==> src/rtl/mic_pkg.sv <==
// Package: layout offsets, sizes and state codes of the update image checker
package mic_pkg;
  // Data path width, FIFO depth and flag field width
  localparam int unsigned WORD_W      = 32;
  localparam int unsigned FIFO_DEPTH  = 16;
  localparam int unsigned FLAG_BITS   = 8;
  // Header byte offsets
  localparam logic [31:0] OFS_SIG     = 32'h0000_000c;
  localparam logic [31:0] OFS_CHK     = 32'h0000_0010;
  localparam logic [31:0] OFS_FLAGS   = 32'h0000_0018;
  localparam logic [31:0] OFS_DSIZE   = 32'h0000_001c;
  localparam logic [31:0] OFS_TSIZE   = 32'h0000_0020;
  localparam logic [31:0] OFS_RSV     = 32'h0000_0024;
  localparam logic [31:0] RSV_BYTES   = 32'h0000_000c;
  localparam logic [31:0] OFS_DATA    = 32'h0000_0030;
  // Payload size used when the data size word is zero
  localparam logic [31:0] DEF_DSIZE   = 32'h0000_07d0;
  // Offsets relative to the end of the payload region, then entry and word sizes
  localparam logic [31:0] XOFS_CNT    = 32'h0000_0000;
  localparam logic [31:0] XOFS_ENT    = 32'h0000_0014;
  localparam logic [31:0] ENT_BYTES   = 32'h0000_000c;
  localparam logic [31:0] WORD_BYTES  = 32'h0000_0004;
  // Total size must have these low bits clear, so it is a multiple of 1024 bytes
  localparam logic [31:0] SIZE_MASK   = 32'h0000_03ff;
  // Entry phase codes
  localparam logic [1:0]  PH_SIG      = 2'h0;
  localparam logic [1:0]  PH_FLAGS    = 2'h1;
  localparam logic [1:0]  PH_CHK      = 2'h2;
  // Controller states
  typedef enum logic [0:0] {
    MIC_IDLE = 1'b0,
    MIC_RUN  = 1'b1
  } mic_state_t;
endpackage

==> src/rtl/mic_fifo.sv <==
// Word FIFO with valid and ready on both sides, sitting ahead of the checker
`timescale 1ns/1ps
`default_nettype none
module mic_fifo
  import mic_pkg::*;
#(
  parameter int unsigned W     = 32,
  parameter int unsigned DEPTH = 16
)
(
  // Clock and reset
  input  wire logic         mclk,
  input  wire logic         rstn,
  // Fill side
  input  wire logic [W-1:0] in_data,
  input  wire logic         in_valid,
  output logic              in_ready,
  // Drain side
  output logic [W-1:0]      out_data,
  output logic              out_valid,
  input  wire logic         out_ready
);
  localparam int unsigned AW = $clog2(DEPTH);
  localparam int unsigned CW = $clog2(DEPTH + 1);
  localparam logic [CW-1:0] FULL_CNT = CW'(DEPTH);

  logic [W-1:0]  mem [DEPTH];       // Storage
  logic [AW-1:0] wp_r, wp_nxt;      // Write pointer
  logic [AW-1:0] rp_r, rp_nxt;      // Read pointer
  logic [CW-1:0] cnt_r, cnt_nxt;    // Fill level
  logic          rdy_r, rdy_nxt;    // Registered room flag
  logic          push, pop;

  // Pointer and level update
  always_comb
  begin
    push    = in_valid && rdy_r;
    pop     = out_ready && (cnt_r != '0);
    wp_nxt  = push ? wp_r + AW'(1) : wp_r;
    rp_nxt  = pop ? rp_r + AW'(1) : rp_r;
    cnt_nxt = cnt_r;
    if (push && !pop)
      cnt_nxt = cnt_r + CW'(1);
    else if (pop && !push)
      cnt_nxt = cnt_r - CW'(1);
    // Ready is registered from the next level, so from the first edge after reset it matches the current level and never lies about room
    rdy_nxt = cnt_nxt != FULL_CNT;
  end

  always_ff @(posedge mclk or negedge rstn)
  begin
    if (!rstn)
    begin
      wp_r  <= '0;
      rp_r  <= '0;
      cnt_r <= '0;
      rdy_r <= 1'b0;
    end
    else
    begin
      wp_r  <= wp_nxt;
      rp_r  <= rp_nxt;
      cnt_r <= cnt_nxt;
      rdy_r <= rdy_nxt;
    end
  end

  // Storage carries no reset; only valid words are ever read
  always_ff @(posedge mclk)
  begin
    if (push)
      mem[wp_r] <= in_data;
  end

  assign in_ready  = rdy_r;
  assign out_valid = cnt_r != '0;
  assign out_data  = mem[rp_r];
endmodule
`default_nettype wire

==> config.mk <==
export PLATFORM = sky130hd
export DESIGN_NAME = mic_fifo
export DESIGN_NICKNAME = d
export VERILOG_FILES = /design/src/rtl/mic_pkg.sv /design/src/rtl/mic_fifo.sv
export SDC_FILE = /design/constraint.sdc
export NUM_CORES = 1
export LEC_CHECK = 0
export ABC_AREA = 1
export BUFFER_PORTS_ARGS = -buffer_cell sky130_fd_sc_hd__buf_2
export CORE_MARGIN = 4
export CORE_UTILIZATION = 50
export DETAILED_ROUTE_END_ITERATION = 8
export GPL_TIMING_DRIVEN = 0
export PLACE_DENSITY = 0.78
export SLEW_MARGIN = 10
export SYNTH_ARGS = -nofsm -noshare
export SYNTH_HDL_FRONTEND = slang
export SYNTH_SLANG_ARGS = --single-unit
==> constraint.sdc <==
create_clock -name mclk -period 8.06 [get_ports mclk]
set_clock_uncertainty 0.1 [all_clocks]
set_input_delay 1.209 -clock mclk [delete_from_list [all_inputs] [get_ports mclk]]
set_output_delay 1.209 -clock mclk [all_outputs]
set_load 0.02 [all_outputs]
# Yosys cells after proc, flatten, opt, wreduce, memory -nomap -nowiden
# Memories as Yosys holds them, arrays and structs flattened.
# Index checks and enable logic that the tools add are counted.
# op_classes
shifts	0
n_eq_ne	1
div_mod_pow	0
addsub	4
bitwise_logic	0
n_lt_le_gt_ge	0
n_mux	4
reduce_logical	7
multipliers	0
# ops
operator	count
2-to-1 mux 5 bit	2
adder 4 x 1 -> 4 bit (second input constant)	2
adder 5 x 1 -> 5 bit (second input constant)	1
inequality test 5 bit (second input constant)	1
nonzero test 5 bit	1
subtractor 5 x 1 -> 5 bit (second input constant)	1
logical AND 1 bit	4
zero test 1 bit	2
2-to-1 mux 1 bit	2
# totals
mem_count	1
rom_bits	0
mem_bits_rw	512
wordCells	21
regBits	14
out_inout_bits	34
latchBits	0
# memory_table
name	depth	width	rd	rd_clocked_by_memory_dff	wr	line	text
mem	16	32	1	0	1	mic_fifo.sv:27	logic [W-1:0] mem [DEPTH];

# Longest topological paths before layout
# Gate-level depths: netlist of the first run.
# depth
ltp_word	6
ltp_mapped	11
ltp_nobuf	11

# Worst setup path before layout of the first run
# No wires, ideal clock.
# synth_path
path_type	input -> register
startpoint	in in_valid
endpoint	mem mem[11][0], enable pin
n_path_buf	0
path_stages	4
arrival_ps	2996
required_ps	7539
setup_slack_ps	4543
cell_sequence	nand2_1 > clkinv_1 > nand2_1 > nor2_1
# synth_between
elab_chain_len	3
# synth_rtl
item	line	text
from (decl)	mic_fifo.sv:16	input wire logic in_valid,
logical AND 1 bit	mic_fifo.sv:37	push = in_valid && rdy_r;
2-to-1 mux 1 bit	mic_fifo.sv:71	if (push)
2-to-1 mux 1 bit (not written as such)	mic_fifo.sv:72	mem[wp_r] <= in_data;
to (decl)	mic_fifo.sv:27	
# Every way passes these cells.

# Worst setup path in the final report of the first run
# layout_path
startpoint	reg rp_r[2]
endpoint	out out_data[5]
# layout_between
elab_chain_len	1
# layout_rtl
item	line	text
from (decl)	mic_fifo.sv:29	logic [AW-1:0] rp_r, rp_nxt;
from (signal assigned)	mic_fifo.sv:62	rp_r <= rp_nxt;
memory (16 x 32 bit)	n/a	
to (decl)	mic_fifo.sv:19	output logic [W-1:0] out_data,
# Every way passes these cells.

==> flow_metrics.tcl, run 1 <==
set metrics [dict create \
    routed_wl_um 58900 \
    initial_core_util_pct 50.9 \
    design_area_sq_mm 0.0241 \
    synth_nets 1652 \
    fp.dieH_um 213 \
    cts.sinks 526 \
    cts_setup_buffers 0 \
    antenna_found_initial 1 \
    cap_violations 0 \
    drc 0 \
    crit_fanout 10 \
    ir_drop_v 0.000283 \
    worstSetupPathType "reg -> out" \
    hold_violations 0 \
    setup_viol 0 \
    grt_pass1_wl_um 86600 \
    synth-async-reset-ratio_pct 2.66 \
    ctsResizeCount 0 \
    area_delta_synth_final_pct 15.1 \
    drtAntennaViolNets 0 \
    cp.arrival_ns 3.12 \
    vias 14400 \
    critical_path.top_delay_family "buffers and inverters" \
    dieArea_sq_mm 0.0452 \
    startpoint_type "flop" \
    wl_per_cell_um 25.4 \
    period_share_pct 55.0 \
    place_hpwl_um 37600 \
    grt_use_met3_pct 6.54 \
    clk_pin_slew_ns 0.06 \
    crit_slowest_cell "clkbuf_1" \
    synthFlopType "edfxtp_1" \
    slowest_delay_ns 0.62 \
    min_period_ns 4.43 \
    portBuffers 69 \
    worst-path-buf-inv 4 \
    grt_pass1_vias 14100 \
    cts_tree "yes" \
    synth.ff_latch_count 526 \
    power.density_mw_per_mm2 387 \
    slew_violations 0 \
    met2_usage_pct 42.1 \
    gp_congestion 0.892 \
    cts_root_buf "clkbuf_16" \
    rows 74 \
    yosysWarnings 0 \
    first_pass_iters 8 \
    worst_pin_slew_ns 0.930 \
    synth_edf_count 512 \
    core_sq_mm 0.0411 \
    syn_inst 1609 \
    die_x_um 213 \
    ys_types 21 \
    leakage_nw 7.95 \
    crit_path_frequent_cell "clkbuf_1" \
    final_nets 1790 \
    hp-class "in -> async" \
    placed_area_sq_mm 0.0225 \
    routed_via_density 6.18 \
    htreeDepth 2 \
    holdBufCountCts 0 \
    clock_latency_ns 0.59 \
    layout-drive-gt1-share_pct 12.4 \
    grt_overflow 0 \
    io_pins 70 \
    grt_max_degree 20 \
    status "complete, no violations" \
    grt_setup_unrepaired "no" \
    gr-usage-met1_pct 33.2 \
    cts_buffers 51 \
    critical_path.cell_chain "clkbuf_1 > clkbuf_1 > clkbuf_1 > o211ai_1 > nand3_1 > nand2_1 > buf_2" \
    drtIter0Drc 2122 \
    slew-limit-headroom_pct 38.0 \
    fin_setup_tns_ns 0 \
    netlist_area_sq_mm 0.0209 \
    required_ns 6.75 \
    cts_max_path_buffers 3 \
    synth-seq-area-share_pct 75.1 \
    gr-usage-all-layers_pct 25.9 \
    total_power_mw 9.34 \
    end_kind "primary output" \
    avgSynthCellArea_sq_um 13.0 \
    grt_busiest_layer "met2" \
    timing.fmax_ghz 0.226 \
]
## path summary, 6_finish.rpt
kind | start | endpoint | slack [ns] | depth (start not counted)
worst max-delay path | rp_r[2] | out_data[5] | 3.63 | 7
worst min-delay path | rstn | rp_r[0] | 0.43 | 1
worst max register to register | in_ready | mem[15][17] | 5.75 | 5
worst min register to register | cnt_r[0] | cnt_r[0] | 0.51 | 2
max in group asynchronous | rstn | wp_r[1] | 7.15 | 1
min in group mclk | cnt_r[0] | cnt_r[0] | 0.51 | 2
## power breakdown
group	total, mW	internal, mW	switching, mW
Combinational	3.60	0.963	2.64
Sequential	3.37	3.30	0.0780
Clock	2.36	1.34	1.02
Total	9.34	5.60	3.73
## logic make-up (layout without fill, tap and decap cells)
group | Yosys count | after routing | synth area share [%]
XOR/XNOR | 8 | 8 | 0.335
AND/OR/NAND/NOR | 538 | 538 | 10.0
other | 0 | 1 | 0
flip-flops | 526 | 526 | 75.1
buffers and inverters | 123 | 303 | 2.85
adder cells (fa/ha/maj) | 7 | 7 | 0.418
AO/OA/AOI/OAI | 407 | 407 | 11.3
## cell type report
class,instances,area [sq um]
Antenna cell,1,2.50
Buffer,107,537
Clock buffer,66,1380
Clock inverter,29,264
Fill cell,3089,17000
Inverter,16,60.1
Multi-Input combinational cell,960,4740
Sequential cell,526,15700
Tap cell,532,666
Timing Repair Buffer,85,733
## cell usage after synthesis, types with 2 or more instances
cell type / number / area share, %
buf_1: 12 / 0.22
buf_2: 24 / 0.57
buf_4: 4 / 0.14
buf_6: 12 / 0.65
clkbuf_1: 55 / 0.99
clkinv_1: 2 / 0.036
dfrtp_1: 14 / 1.7
edfxtp_1: 512 / 73
ha_1: 7 / 0.42
inv_1: 12 / 0.22
inv_2: 2 / 0.036
nand2_1: 73 / 1.3
nand3_1: 52 / 1.2
nand4_1: 7 / 0.21
nor2_1: 405 / 7.3
o211ai_1: 128 / 4.6
o21ai_0: 236 / 5.6
o21ai_1: 42 / 1.0
xor2_1: 8 / 0.33
## layer usage
layer	share of wire, %	vias to the layer above	wire [um]
li1	-	6178	-
met1	35	6890	20700
met2	47	1075	27900
met3	13	207	7570
met4	4.6	4	2710
met5	0.083	-	49
## through the flow
step	setup slack (ns)	utilization, %	hold slack [ns]	std cells
floorplan	4.54	-	0.444	1609
global placement	2.96	53.4	0.471	2210
detailed placement	4.38	54.6	0.487	2226
CTS	3.72	58.6	0.429	2321
global route	3.54	58.6	0.445	2321
finish	3.63	58.7	0.431	2322
## layout by cell type, fill, tap and decap left out, drive strengths merged
cell,Yosys,routed
edfxtp,512,512
nor2,405,405
o21ai,278,278
buf,52,137
o211ai,128,128
clkbuf,55,121
nand2,74,74
nand3,52,52
clkinv,2,22
inv,14,16
dfrtp,14,14
xor2,8,8
nand4,7,7
ha,7,7
bufinv,0,4
clkinvlp,0,3
diode,0,1
o21a,1,1
## registers in the layout (all words and copies together) (netlist names)
name	cells
cnt_r	5
in_ready	1
mem	512
rp_r	4
wp_r	4
(Power assumes the default switching activity.)
==> run 2: changes to the inputs <==
--- a/config.mk
+++ b/config.mk
@@ -11,7 +11,7 @@
 export CORE_UTILIZATION = 50
 export DETAILED_ROUTE_END_ITERATION = 8
 export GPL_TIMING_DRIVEN = 0
-export PLACE_DENSITY = 0.78
+export PLACE_DENSITY = 0.81
 export SLEW_MARGIN = 10
 export SYNTH_ARGS = -nofsm -noshare
 export SYNTH_HDL_FRONTEND = slang
==> constraint.sdc (replaced) <==
create_clock -name mclk -period 3.85 [get_ports mclk]
set_clock_uncertainty 0.1 [all_clocks]
set_input_delay 0.5775 -clock mclk [delete_from_list [all_inputs] [get_ports mclk]]
set_output_delay 0.5775 -clock mclk [all_outputs]
set_load 0.02 [all_outputs]
==> run 2 against run 1 <==
Compared with the run above:
- utilization is 0.60 points higher
- non-clock buffer count is 5 higher
- first-iteration DRC count is 6.8% higher
- critical path type unchanged
- combinational power is 110% higher
- die area stayed put
- largest cell class unchanged
==> flow_metrics.tcl, run 2 (synthesized netlist as in run 1, its figures left out) <==
set metrics [dict create \
    worstSetupPathType "reg -> out" \
    die_x_um 213 \
    final_common_cell "edfxtp_1" \
    grt_pass1_vias 14600 \
    hold_violations 0 \
    rows 74 \
    io_pins 70 \
    grt_pass1_wl_um 88900 \
    final_cells 2320 \
    timing.fmax_ghz 0.264 \
    worst_slack_ns 0.0683 \
    hp-class "in -> reg" \
    crit_fanout 10 \
    seq_area_sq_mm 0.0157 \
    hold_start "in_data[7]" \
    final_cell_mix "edfxtp_1, nor2_1, o21ai_0, o211ai_1, buf_2" \
    layout-drive-gt1-share_pct 12.6 \
    nFillCells 2951 \
    clock_latency_ns 0.59 \
    holdPathEnd "mem[15][7]" \
    slew-limit-headroom_pct 31.0 \
    min_period_ns 3.78 \
    grt_busiest_layer "met2" \
    total_power_mw 20.0 \
    reg.largest.list "mem (512), cnt_r (5)" \
    dieArea_sq_mm 0.0452 \
    reg2reg_from "in_ready" \
    period_share_pct 98.2 \
    clk_pin_slew_ns 0.06 \
    gr-usage-all-layers_pct 26.6 \
    fin_setup_tns_ns 0 \
    cts_tree "yes" \
    end_kind "primary output" \
    gr-usage-met1_pct 34.4 \
    placedCellCount 2230 \
    regMostFlops "mem" \
    vias 14600 \
    ir_drop_v 0.000483 \
    reg2reg_slack_ns 1.46 \
    final_core_util_pct 59.3 \
    power.density_mw_per_mm2 822 \
    met2_usage_pct 42.4 \
    worst-r2r-cell-count 5 \
    gp_congestion 0.888 \
    place_hpwl_um 38700 \
    initial_core_util_pct 50.9 \
    required_ns 3.17 \
    drtAntennaViolNets 0 \
    cp.arrival_ns 3.10 \
    cap_violations 0 \
    grt_use_met3_pct 7.32 \
    cts_buffers 51 \
    htreeDepth 2 \
    pre_cts_slack_ns 0.754 \
    slew_violations 0 \
    startpoint_type "flop" \
    cts.sinks 526 \
    final_nets 1795 \
    first_pass_iters 5 \
    multi_input_area_sq_mm 0.00474 \
    fp.dieH_um 213 \
    worst_pin_slew_ns 1.03 \
    largest_reg_flops 512 \
    antenna_cells 0 \
    wl_per_cell_um 26.1 \
    r2r-end "mem[4][6]" \
    antenna_found_initial 3 \
    grt_max_degree 21 \
    routed_via_density 6.28 \
    drc 0 \
    grt_overflow 0 \
    hold_depth 1 \
    drtIter0Drc 2267 \
    leakage_nw 8.06 \
    cts_max_path_buffers 3 \
    cts_setup_buffers 0 \
    core_sq_mm 0.0411 \
    routed_wl_um 60500 \
    area_delta_synth_final_pct 16.3 \
    setup_viol 0 \
    cts_root_buf "clkbuf_16" \
    portBuffers 69 \
    status "complete, no violations" \
    grt_setup_unrepaired "yes" \
]
run 2: where the power goes:
group / internal, mW / leakage [nW] / switching [mW] / total (mW)
clock: 3.16 / 0.848 / 2.11 / 5.27
combinational: 2.06 / 2.42 / 5.62 / 7.68
sequential: 6.90 / 4.79 / 0.168 / 7.07
total: 12.1 / 8.06 / 7.90 / 20.0
run 2: worst max path at each step:
stage	from	to	slack [ns]
finish	rp_r[0]	out_data[9]	0.07
global route	rp_r[0]	out_data[25]	-0.01
CTS	rp_r[1]	out_data[9]	0.12
detailed placement	rp_r[1]	out_data[9]	0.75
global placement	in_valid	mem[3][1]	-0.72
floorplan	in_valid	mem[11][0]	0.96
run 2: per-stage QoR:
| step | hold WS (ns) | instance area (sq um) |
|---|---|---|
| 6_report | 0.257 | 24400 |
| 5_1_grt | 0.255 | 24400 |
| 4_1_cts | 0.239 | 24400 |
| 3_5_place_dp | 0.432 | 22600 |
| 3_3_place_gp | 0.424 | 22000 |
| 2_1_floorplan | 0.182 | 20900 |
run 2: layer usage:
metal / part of all wire, % / wire, um
met1: 35 / 20900
met2: 46 / 28100
met3: 14 / 8400
met4: 5.1 / 3080
met5: 0.066 / 40
run 2: cell type report:
class                           instances  share of cell area [%]
Sequential cell                       526                    64.6
Multi-Input combinational cell        960                    19.5
Clock buffer                           59                    5.54
Timing Repair Buffer                   90                    3.60
Tap cell                              532                    2.73
Buffer                                107                    2.22
Clock inverter                         30                    1.64
Inverter                               16                   0.247
run 2: critical path: stages (launching register included):
cell	delay, ns
dfrtp_1	0.51
buf_2	0.38
clkbuf_1	0.55
o21ai_0	0.22
o211ai_1	0.23
nand3_1	0.17
nand2_1	0.25
buf_2	0.20
run 2: repair_timing:
action | in CTS | in global routing
resized for setup | 0 | 8
setup endpoints to repair | 0 | 9
hold buffers | 1 | 0
hold endpoints to repair | 14 | 0
==> run 3: changes to the inputs <==
--- a/config.mk
+++ b/config.mk
@@ -8,10 +8,11 @@
 export ABC_AREA = 1
 export BUFFER_PORTS_ARGS = -buffer_cell sky130_fd_sc_hd__buf_2
 export CORE_MARGIN = 4
-export CORE_UTILIZATION = 50
+export CORE_UTILIZATION = 35
 export DETAILED_ROUTE_END_ITERATION = 8
 export GPL_TIMING_DRIVEN = 0
-export PLACE_DENSITY = 0.81
+export PLACE_DENSITY = 0.64
+export SETUP_SLACK_MARGIN = 0.15
 export SLEW_MARGIN = 10
 export SYNTH_ARGS = -nofsm -noshare
 export SYNTH_HDL_FRONTEND = slang
==> run 3 against run 2 <==
Compared with the run above:
- cell area up 0.26%
- combinational power down 1%
- die area up 41%
- maximum frequency up 2.2%
- non-clock buffer count down 4
- power down 2.0%
- highest routed layer unchanged
==> flow_metrics.tcl, run 3 (synthesized netlist as in run 1, its figures left out) <==
set metrics [dict create \
    hold_violations 0 \
    startpoint "rp_r[2]" \
    grt_pass1_wl_um 89700 \
    largest_reg_flops 512 \
    crit_fanout 10 \
    worstSetupPathType "reg -> out" \
    period_share_pct 96.1 \
    vias 14000 \
    cts_root_buf "clkbuf_16" \
    cap_violations 0 \
    hp-class "in -> reg" \
    rows 89 \
    met2_usage_pct 31.4 \
    grt_use_met3_pct 4.34 \
    gr-usage-met1_pct 25.2 \
    fp.dieH_um 253 \
    nFillCells 5396 \
    worst-path-buf-inv 4 \
    final_cells 2569 \
    crit_slowest_cell "clkbuf_1" \
    path_depth 7 \
    total_power_mw 19.6 \
    worst-r2r-cell-count 5 \
    reg2reg_slack_ns 1.50 \
    min_period_ns 3.70 \
    first_pass_iters 5 \
    place_hpwl_um 40000 \
    routed_via_density 5.45 \
    critical_path.cell_chain "clkbuf_1 > clkbuf_1 > clkbuf_2 > o211ai_1 > nand3_1 > nand2_1 > buf_2" \
    setup_viol 0 \
    seq_area_sq_mm 0.0157 \
    grt_overflow 0 \
    grt_busiest_layer "met2" \
    reg.largest.list "mem (512), cnt_r (5)" \
    cts_buffers 53 \
    placed_area_sq_mm 0.0227 \
    final_nets 1793 \
    grt_setup_unrepaired "yes" \
    slew_violations 0 \
    cts_tree "yes" \
    critical_path.top_delay_family "buffers and inverters" \
    io_pins 70 \
    worstSetupEndpoint "out_data[5]" \
    initial_core_util_pct 35.4 \
    required_ns 3.17 \
    power.density_mw_per_mm2 803 \
    grt_max_degree 21 \
    clock_latency_ns 0.59 \
    final_core_util_pct 41.3 \
    startpoint_type "flop" \
    placedCellCount 2467 \
    worst_slack_ns 0.149 \
    worst_pin_slew_ns 0.871 \
    cts_max_path_buffers 3 \
    leakage_nw 7.98 \
    fin_setup_tns_ns 0 \
    drtAntennaViolNets 0 \
    whs_ns 0.249 \
    cts.sinks 526 \
    die_x_um 253 \
    reg2reg_from "in_ready" \
    gr-usage-all-layers_pct 19.0 \
    dieArea_sq_mm 0.0638 \
    htreeDepth 2 \
    regMostFlops "mem" \
    design_area_sq_mm 0.0244 \
    ir_drop_v 0.000396 \
    timing.fmax_ghz 0.270 \
    multi_input_area_sq_mm 0.00474 \
    crit_path_frequent_cell "clkbuf_1" \
    routed_wl_um 61700 \
    core_sq_mm 0.0591 \
    slew-limit-headroom_pct 42.0 \
    end_kind "primary output" \
    portBuffers 69 \
    cts_setup_buffers 0 \
    cp.arrival_ns 3.02 \
    slowest_delay_ns 0.63 \
    wl_per_cell_um 24.0 \
    area_delta_synth_final_pct 16.6 \
    pre_cts_slack_ns 0.624 \
    final_common_cell "edfxtp_1" \
    gp_congestion 0.832 \
    r2r-end "mem[12][14]" \
    antenna_found_initial 5 \
    final_cell_mix "edfxtp_1, nor2_1, o21ai_0, o211ai_1, buf_2" \
    clk_pin_slew_ns 0.06 \
    drtIter0Drc 1654 \
    status "complete, no violations" \
    drc 0 \
    grt_pass1_vias 13900 \
    layout-drive-gt1-share_pct 12.6 \
]
## run 3: cell count changes in the layout (fill, tap and decap cells not counted), sizes merged
cell	previous run	this run
clkinv	19	32
bufinv	10	4
buf	141	136
clkbuf	114	119
clkinvlp	3	1
diode	0	2
inv	14	15
## run 3: repair_timing
action,CTS,global route
setup endpoints to repair,13,11
resized for setup,4,15
hold buffers,1,0
endpoints found under the hold margin,14,0
## run 3: how the worst min path moves through the flow
stage | from | to | slack (ns) | cells after the start
after detailed placement | rstn | cnt_r[0] | 0.42 | 1
after floorplan | rstn | cnt_r[0] | 0.18 | 0
after CTS | in_data[27] | mem[10][27] | 0.22 | 1
final | in_data[27] | mem[10][27] | 0.25 | 1
after global routing | in_data[27] | mem[10][27] | 0.24 | 1
after global placement | rstn | cnt_r[1] | 0.41 | 1
## run 3: worst reg2reg max path, delay by kind of cell (launching register included)
family | cells | cell delay [ns]
and+or+nand+nor | 3 | 1.12
buffers and inverters | 2 | 0.46
DFF | 1 | 0.35
## run 3: area by class of cell
type,instances,share of cell area [%]
well taps,773,3.96
repair buffers,86,2.89
clock buffers,63,5.76
plain buffers,107,2.26
inverters,16,0.246
clock inverters,36,1.07
flip-flops and latches,526,64.4
multi-input cells,960,19.4
diodes,2,0.0205
## run 3: report_power, final
part | internal [mW] | switching (mW)
combinational | 2.02 | 5.56
sequential | 6.90 | 0.156
clock | 2.86 | 2.11
total | 11.8 | 7.83
## run 3: layer usage
| metal | vias to the layer above | wire (um) |
|---|---|---|
| li1 | 6180 | - |
| met1 | 6965 | 24400 |
| met2 | 733 | 29400 |
| met3 | 126 | 6050 |
| met4 | 4 | 1840 |
| met5 | - | 23 |
